<file path="config.mk">
export PLATFORM = sky130hd
export DESIGN_NAME = io_space_register_access
export DESIGN_NICKNAME = d
export VERILOG_FILES = /design/src/io_space_pkg.sv /design/src/wide_staging.sv /design/src/io_space_register_access.sv
export SDC_FILE = /design/constraint.sdc
export NUM_CORES = 1
export LEC_CHECK = 0
export ABC_AREA = 1
export BUFFER_PORTS_ARGS = -buffer_cell sky130_fd_sc_hd__buf_4
export CAP_MARGIN = 20
export CORE_MARGIN = 10
export CORE_UTILIZATION = 45
export CTS_CLUSTER_SIZE = 10
export DETAILED_ROUTE_END_ITERATION = 7
export HOLD_SLACK_MARGIN = 0.12
export PLACE_DENSITY = 0.72
export SYNTH_ARGS = -nofsm -noshare
export SYNTH_HDL_FRONTEND = slang
export SYNTH_SLANG_ARGS = --single-unit
</file>
<file path="constraint.sdc">
create_clock -name ref_clk -period 2.05 [get_ports ref_clk]
set_clock_uncertainty 0.2 [all_clocks]
set_input_delay 0 -clock ref_clk [delete_from_list [all_inputs] [get_ports ref_clk]]
set_output_delay 0 -clock ref_clk [all_outputs]
set_load 0.01 [all_outputs]
</file>
<file path="src/io_space_pkg.sv">
package io_space_pkg;
   localparam logic [12:0] single_cycle_last = 13'h003f;
   localparam logic [12:0] bit_access_last = 13'h001f;
   localparam logic [12:0] ext_first = 13'h0040;
   localparam logic [12:0] ext_last = 13'h103f;
   localparam logic [12:0] gp_byte_base = 13'h001c;
   localparam int gp_byte_count = 4;
   localparam logic [7:0] gp_byte_reset = 8'h00;
   localparam logic [7:0] staging_reset = 8'h00;
   // Demo wide peripheral: 16-bit at +0/+1, 24-bit at +2..+4
   localparam logic [12:0] wide_base = 13'h0f00;
   localparam logic [12:0] wide16_lo = 13'h0f00;
   localparam logic [12:0] wide16_hi = 13'h0f01;
   localparam logic [12:0] wide24_b0 = 13'h0f02;
   localparam logic [12:0] wide24_b1 = 13'h0f03;
   localparam logic [12:0] wide24_b2 = 13'h0f04;
   localparam logic [15:0] wide16_reset = 16'h0000;
   localparam logic [23:0] wide24_reset = 24'h00_0000;
   typedef enum logic [2:0] {
      op_in = 3'b000,
      op_out = 3'b001,
      op_set_bit = 3'b010,
      op_clear_bit = 3'b011,
      op_load = 3'b100,
      op_store = 3'b101,
      op_test_bit = 3'b110
   } io_op_t;
endpackage

</file>
<file path="src/wide_staging.sv">
`timescale 1ns/10ps
module wide_staging (
   // Clock and reset
   input wire logic ref_clk,
   input wire logic rst_n,
   // Decoded byte access
   input wire logic wr_en,
   input wire logic rd_en,
   input wire logic [12:0] addr,
   input wire logic [7:0] wdata,
   // Read data
   output logic [7:0] rdata,
   output logic hit,
   // Live register values
   output logic [15:0] value16,
   output logic [23:0] value24
);
   logic [15:0] v16_reg, v16_next;
   logic [23:0] v24_reg, v24_next;
   // Two staging bytes: stg0 shared by both wide registers, stg1 used by the 24-bit one only
   logic [7:0] stg0_reg, stg0_next, stg1_reg, stg1_next;

   always_comb begin
      v16_next = v16_reg;
      v24_next = v24_reg;
      stg0_next = stg0_reg;
      stg1_next = stg1_reg;
      rdata = 8'h00;
      hit = 1'b1;
      unique case (addr)
         io_space_pkg::wide16_lo: begin
            rdata = v16_reg[7:0];
            if (wr_en) stg0_next = wdata;
            if (rd_en) stg0_next = v16_reg[15:8];
         end
         io_space_pkg::wide16_hi: begin
            rdata = stg0_reg;
            if (wr_en) v16_next = {wdata, stg0_reg};
         end
         io_space_pkg::wide24_b0: begin
            rdata = v24_reg[7:0];
            if (wr_en) stg0_next = wdata;
            if (rd_en) begin
               stg0_next = v24_reg[15:8];
               stg1_next = v24_reg[23:16];
            end
         end
         io_space_pkg::wide24_b1: begin
            rdata = stg0_reg;
            if (wr_en) stg1_next = wdata;
         end
         io_space_pkg::wide24_b2: begin
            rdata = stg1_reg;
            if (wr_en) v24_next = {wdata, stg1_reg, stg0_reg};
         end
         default: hit = 1'b0;
      endcase
   end

   always_ff @(posedge ref_clk) begin
      if (!rst_n) begin
         v16_reg <= io_space_pkg::wide16_reset;
         v24_reg <= io_space_pkg::wide24_reset;
         stg0_reg <= io_space_pkg::staging_reset;
         stg1_reg <= io_space_pkg::staging_reset;
      end else begin
         v16_reg <= v16_next;
         v24_reg <= v24_next;
         stg0_reg <= stg0_next;
         stg1_reg <= stg1_next;
      end
   end

   assign value16 = v16_reg;
   assign value24 = v24_reg;
endmodule

</file>
<file path="src/io_space_register_access.sv">
`timescale 1ns/10ps
module io_space_register_access (
   // Clock and reset
   input wire logic ref_clk,
   input wire logic rst_n,
   // CPU access, one per cycle while req is high
   input wire logic req,
   input wire logic [2:0] op,
   input wire logic [12:0] addr,
   input wire logic [2:0] bit_sel,
   input wire logic [7:0] wdata,
   // Answer, one cycle after the request
   output logic [7:0] rdata,
   output logic ack,
   output logic skip,
   // Wide register values for the peripheral core
   output logic [15:0] wide16_value,
   output logic [23:0] wide24_value
);
   // ----------------------------------------------------------------
   // Declarations
   // ----------------------------------------------------------------
   // General purpose bytes
   logic [7:0] gp_reg [io_space_pkg::gp_byte_count];
   logic [7:0] gp_next [io_space_pkg::gp_byte_count];
   logic [io_space_pkg::gp_byte_count-1:0] gp_sel;
   logic [7:0] gp_rd [io_space_pkg::gp_byte_count];
   // Answer registers
   logic [7:0] rdata_reg;
   logic [7:0] rdata_next;
   logic ack_reg;
   logic ack_next;
   logic skip_reg;
   logic skip_next;
   // Mirrors of the wide values for the peripheral core
   logic [15:0] w16_reg;
   logic [15:0] w16_next;
   logic [23:0] w24_reg;
   logic [23:0] w24_next;
   // Address classes
   logic is_single;
   logic is_bitreg;
   logic is_ext;
   // Opcode classes
   logic is_port_op;
   logic is_ldst_op;
   logic is_bitop;
   logic is_write_op;
   logic is_read_op;
   // Qualified access
   logic op_ok;
   logic is_wr;
   logic is_rd;
   // Read path
   logic [7:0] gp_cur;
   logic [7:0] cur;
   logic [7:0] mask;
   // Wide peripheral
   logic st_wr;
   logic st_rd;
   logic st_hit;
   logic [7:0] st_rdata;
   logic [15:0] v16;
   logic [23:0] v24;

   // ----------------------------------------------------------------
   // Address classes
   // ----------------------------------------------------------------
   assign is_single = addr <= io_space_pkg::single_cycle_last;
   assign is_bitreg = addr <= io_space_pkg::bit_access_last;
   assign is_ext = addr >= io_space_pkg::ext_first &&
      addr <= io_space_pkg::ext_last;

   // ----------------------------------------------------------------
   // Opcode classes
   // ----------------------------------------------------------------
   assign is_port_op = op == io_space_pkg::op_in ||
      op == io_space_pkg::op_out;
   assign is_ldst_op = op == io_space_pkg::op_load ||
      op == io_space_pkg::op_store;
   assign is_bitop = op == io_space_pkg::op_set_bit ||
      op == io_space_pkg::op_clear_bit || op == io_space_pkg::op_test_bit;
   assign is_write_op = op == io_space_pkg::op_out ||
      op == io_space_pkg::op_store || op == io_space_pkg::op_set_bit ||
      op == io_space_pkg::op_clear_bit;
   assign is_read_op = op == io_space_pkg::op_in ||
      op == io_space_pkg::op_load || op == io_space_pkg::op_test_bit;

   // ----------------------------------------------------------------
   // Access qualification
   // ----------------------------------------------------------------
   // Port-style ops only below 0x40, load/store anywhere mapped
   always_comb begin
      op_ok = 1'b0;
      if (is_bitop) begin
         op_ok = is_bitreg;
      end else if (is_port_op) begin
         op_ok = is_single;
      end else if (is_ldst_op) begin
         op_ok = is_single || is_ext;
      end
   end
   // A refused access still acks, but touches no state
   assign is_wr = req && op_ok && is_write_op;
   assign is_rd = req && op_ok && is_read_op;
   assign mask = 8'h01 << bit_sel;

   // ----------------------------------------------------------------
   // Wide peripheral with its own staging bytes
   // ----------------------------------------------------------------
   assign st_wr = is_wr && is_ext;
   assign st_rd = is_rd && is_ext;
   wide_staging u_stage (
      .ref_clk(ref_clk),
      .rst_n(rst_n),
      .wr_en(st_wr),
      .rd_en(st_rd),
      .addr(addr),
      .wdata(wdata),
      .rdata(st_rdata),
      .hit(st_hit),
      .value16(v16),
      .value24(v24)
   );

   // ----------------------------------------------------------------
   // General purpose bytes, one storage group per entry
   // ----------------------------------------------------------------
   // Plain storage: these bits feed only the read data and skip paths
   for (genvar g = 0; g < io_space_pkg::gp_byte_count; g++) begin : g_gp
      assign gp_sel[g] = addr == io_space_pkg::gp_byte_base + 13'(g);
      assign gp_rd[g] = gp_sel[g] ? gp_reg[g] : 8'h00;

      always_comb begin
         gp_next[g] = gp_reg[g];
         if (is_wr && gp_sel[g]) begin
            unique case (op)
               io_space_pkg::op_set_bit: gp_next[g] = gp_reg[g] | mask;
               io_space_pkg::op_clear_bit: gp_next[g] = gp_reg[g] & ~mask;
               default: gp_next[g] = wdata;
            endcase
         end
      end

      always_ff @(posedge ref_clk) begin
         if (!rst_n) begin
            gp_reg[g] <= io_space_pkg::gp_byte_reset;
         end else begin
            gp_reg[g] <= gp_next[g];
         end
      end
   end

   // ----------------------------------------------------------------
   // Read data selection
   // ----------------------------------------------------------------
   // Unmapped addresses fall through to zero
   always_comb begin
      gp_cur = 8'h00;
      for (int i = 0; i < io_space_pkg::gp_byte_count; i++) begin
         gp_cur = gp_cur | gp_rd[i];
      end
   end

   always_comb begin
      cur = 8'h00;
      if (is_single) begin
         cur = gp_cur;
      end else if (is_ext && st_hit) begin
         cur = st_rdata;
      end
   end

   // ----------------------------------------------------------------
   // Answer registers
   // ----------------------------------------------------------------
   // Ack on every request, refused or not, so the master never stalls
   always_comb begin
      ack_next = req;
      rdata_next = 8'h00;
      skip_next = 1'b0;
      if (is_rd) begin
         if (op == io_space_pkg::op_test_bit) begin
            skip_next = |(cur & mask);
         end else begin
            rdata_next = cur;
         end
      end
   end

   always_ff @(posedge ref_clk) begin
      if (!rst_n) begin
         rdata_reg <= 8'h00;
         ack_reg <= 1'b0;
         skip_reg <= 1'b0;
      end else begin
         rdata_reg <= rdata_next;
         ack_reg <= ack_next;
         skip_reg <= skip_next;
      end
   end

   // ----------------------------------------------------------------
   // Wide value mirrors
   // ----------------------------------------------------------------
   // One cycle of lag buys outputs straight from flip-flops
   always_comb begin
      w16_next = v16;
      w24_next = v24;
   end

   always_ff @(posedge ref_clk) begin
      if (!rst_n) begin
         w16_reg <= io_space_pkg::wide16_reset;
         w24_reg <= io_space_pkg::wide24_reset;
      end else begin
         w16_reg <= w16_next;
         w24_reg <= w24_next;
      end
   end

   assign rdata = rdata_reg;
   assign ack = ack_reg;
   assign skip = skip_reg;
   assign wide16_value = w16_reg;
   assign wide24_value = w24_reg;
endmodule

</file>
==> metrics.csv <==
metric,value,unit
total of endpoints with negative setup slack in the final report,0,
number of antenna violations at the first check in global routing,0,
final cell area excluding filler cells,8720,um2
Synth area leaders,"sky130_fd_sc_hd__dfxtp_1 (43%), sky130_fd_sc_hd__nand2_1 (13%), sky130_fd_sc_hd__a21oi_1 (7.8%)",
most repeated cell in the gate-level netlist after synthesis,sky130_fd_sc_hd__nand2_1,
share of flip-flops with an asynchronous set or reset after synthesis,0,%
Netlist Area Pre-Place,6450,um2
Placement Rows,43,
sort of element at the end of the critical path,flip-flop,
deepest level of the CTS H-tree,4,
Mapped Nets,980,
required arrival time at the worst endpoint,2.23,ns
Starting Density,46.3,%
CTS tree,yes,
clock share of power,53.0,%
net switching power,1.49,mW
antenna-violating nets left,0,
Flop pwr share,40.9,%
fraction of layout instances using a drive strength above 1,19.7,%
arrival time of data at the critical path endpoint,2.20,ns
Worst Tran Pin Value,0.683,ns
largest driver fanout on the critical path,8,
flip-flop cell with the highest count after synthesis,sky130_fd_sc_hd__dfxtp_1,
cell-internal power,5.08,mW
pin count of the biggest net entering global routing,47,
Iter 0 DRT Violations,630,
end-of-flow core utilization,62.6,%
die height,140,um
Seq cells post-synth,138,
routed length on met1,8.22,mm
Yosys cell types,31,
IO buf count,79,
"Clk pin slew, worst setup/hold paths",0.06,ns
average via count per standard cell,5.24,
Layout Area Growth over Synthesis,35.3,%
list of most frequent post-synthesis cells,"sky130_fd_sc_hd__nand2_1 (217), sky130_fd_sc_hd__dfxtp_1 (138), sky130_fd_sc_hd__nor2_1 (131)",
final critical-path required period,2.02,ns
met2 WL post-DR,10.1,mm
Routed Wire Length,20.3,mm
TritonRoute pass-1 iters,7,
number of flip-flops in the largest register,32,
remaining routing DRC violations,0,
total placed instance area,7480,um2
clock latency on the worst-skew pair,0.44,ns
vias after detailed routing,6853,
root buffer cell,sky130_fd_sc_hd__clkbuf_16,
peak supply drop,0.444,mV
number of pins exceeding their max-slew limit in the final report,0,
Power Density,753,nW/um2
GRT Resource Usage Total,20.0,%
result of the run,completed,
buffer levels on the longest clock path,2,
number of synthesized flops with an enable pin,0,
post-DP HPWL,14.1,mm
highest signal layer in the routed design,met4,
number of maximum-capacitance constraint violations,0,
average wire length per cell after detail routing,15.5,um
antenna diode instance count,0,
worst slew margin relative to its limit,54.1,%
weighted congestion reported at the end of routability-driven placement,0.942,
# placed instances,1223,
combinational share of power,6.2,%
"Cell Count, Final, Fillers Out",1308,
fraction of power spent switching nets,22.6,%
total clock buffers created by CTS,17,
leakage power of the design,4.15,nW
Cells after Synth,950,
highest attainable clock frequency,495,MHz
number of sinks handled by clock tree synthesis,138,
kind of path behind the tightest hold check,in2reg,
"Seq/Total Area, Yosys",42.9,%
Met3 Wirelength,1.33,mm
final number of hold-violating endpoints,0,
top cell type by total area after synthesis,sky130_fd_sc_hd__dfxtp_1,
die span in x,140,um
post-synth top area share,42.9,%
count of yosys warnings during synthesis,0,
die area,19500,um2
WS Path Type,in2reg,
post-synthesis area per instance,6.79,um2
total congestion overflow,0,
number of nets at the end of the flow,1145,
core box area,13900,um2
number of top-level pins,80,
launching element type of the critical path,primary input,
final clock period utilization by the worst path,98.6,%
via count of the first global-routing pass,6474,
global-route wire length before repair,32.3,mm
[worst max-delay path, stage by stage]
cell                            delay, ns
sky130_fd_sc_hd__dlygate4sd3_1       0.54
sky130_fd_sc_hd__buf_4               0.16
sky130_fd_sc_hd__inv_1               0.07
sky130_fd_sc_hd__nand2_1             0.08
sky130_fd_sc_hd__nor2_2              0.12
sky130_fd_sc_hd__nand3_2             0.10
sky130_fd_sc_hd__nor2_4              0.16
sky130_fd_sc_hd__buf_6               0.15
sky130_fd_sc_hd__nand2_1             0.10
sky130_fd_sc_hd__a21oi_2             0.17
sky130_fd_sc_hd__dlygate4sd3_1       0.55
[final cells by class]
class / instances / area, um2
Clock buffer: 19 / 453
Clock inverter: 13 / 214
Fill cell: 1230 / 5210
Inverter: 124 / 468
Multi-Input combinational cell: 657 / 3100
Sequential cell: 138 / 2760
Tap cell: 180 / 225
Timing Repair Buffer: 177 / 1500
[stage by stage]
stage               hold WS (ns)  TNS, ns  worst slack, ns  power [mW]
floorplan                 -0.107        0            0.323        2.93
global placement         0.00707        0           0.0898        3.07
detailed placement        0.0108        0           0.0333        3.07
CTS                        0.126        0           0.0274        6.57
global route               0.163  -0.0372          -0.0372        6.74
finish                     0.117        0           0.0295        6.57
[placed cells by master (no fill, tap or decap), drive strengths merged]
cell type    netlist  routed
clkinvlp           0       2
o32ai              8       8
bufinv             0       5
inv              123     126
nand3             67      67
nor4               1       1
dfxtp            138     138
clkbuf            15      19
nand2            221     221
clkinv             1       4
dlygate4sd3        0      47
o21ai             69      69
nand4              8       8
or2               16      16
buf               16     130
a211oi             3       3
nor2             144     144
nor3              11      11
nand3b             3       3
a21oi            106     106
[cells by family (layout without fill, tap and decap cells)]
group | Yosys count | after routing | share of synthesized area [%]
simple gates | 471 | 471 | 31.7
compound gates | 186 | 186 | 15.7
buf+inv | 155 | 333 | 9.74
flops | 138 | 138 | 42.9
[power by group through the flow]
stage	clock (mW)	sequential (mW)	combinational [mW]
floorplan	0	2.74	0.184
global placement	0	2.74	0.325
detailed placement	0	2.74	0.328
CTS	3.51	2.68	0.382
global route	3.62	2.68	0.440
finish	3.48	2.68	0.407
[routing by layer]
metal	global-route usage (%)	up-vias
met5	0	-
met4	9.40	0
met3	4.39	57
met2	34.4	278
met1	23.1	3152
li1	-	3366
[path summary, 6_finish.rpt]
| kind | slack, ns | startpoint | depth (start not counted) | to |
|---|---|---|---|---|
| worst max-delay path | 0.03 | addr[1] | 11 | u_stage.value16[11] |
| worst min-delay path | 0.12 | op[0] | 8 | rdata[0] |
| worst max register to register | 0.55 | u_stage.stg1_reg[5] | 8 | skip |
| worst min register to register | 0.24 | u_stage.value24[21] | 2 | wide24_value[21] |
[repair_timing]
action                                  CTS  global route
setup buffers                             0             6
endpoints found under the hold margin   136             8
hold buffers                             47             2
gates resized for setup                   0            18
endpoints found under the setup margin    0            24
Note: power is estimated with default switching activity, not from simulation.
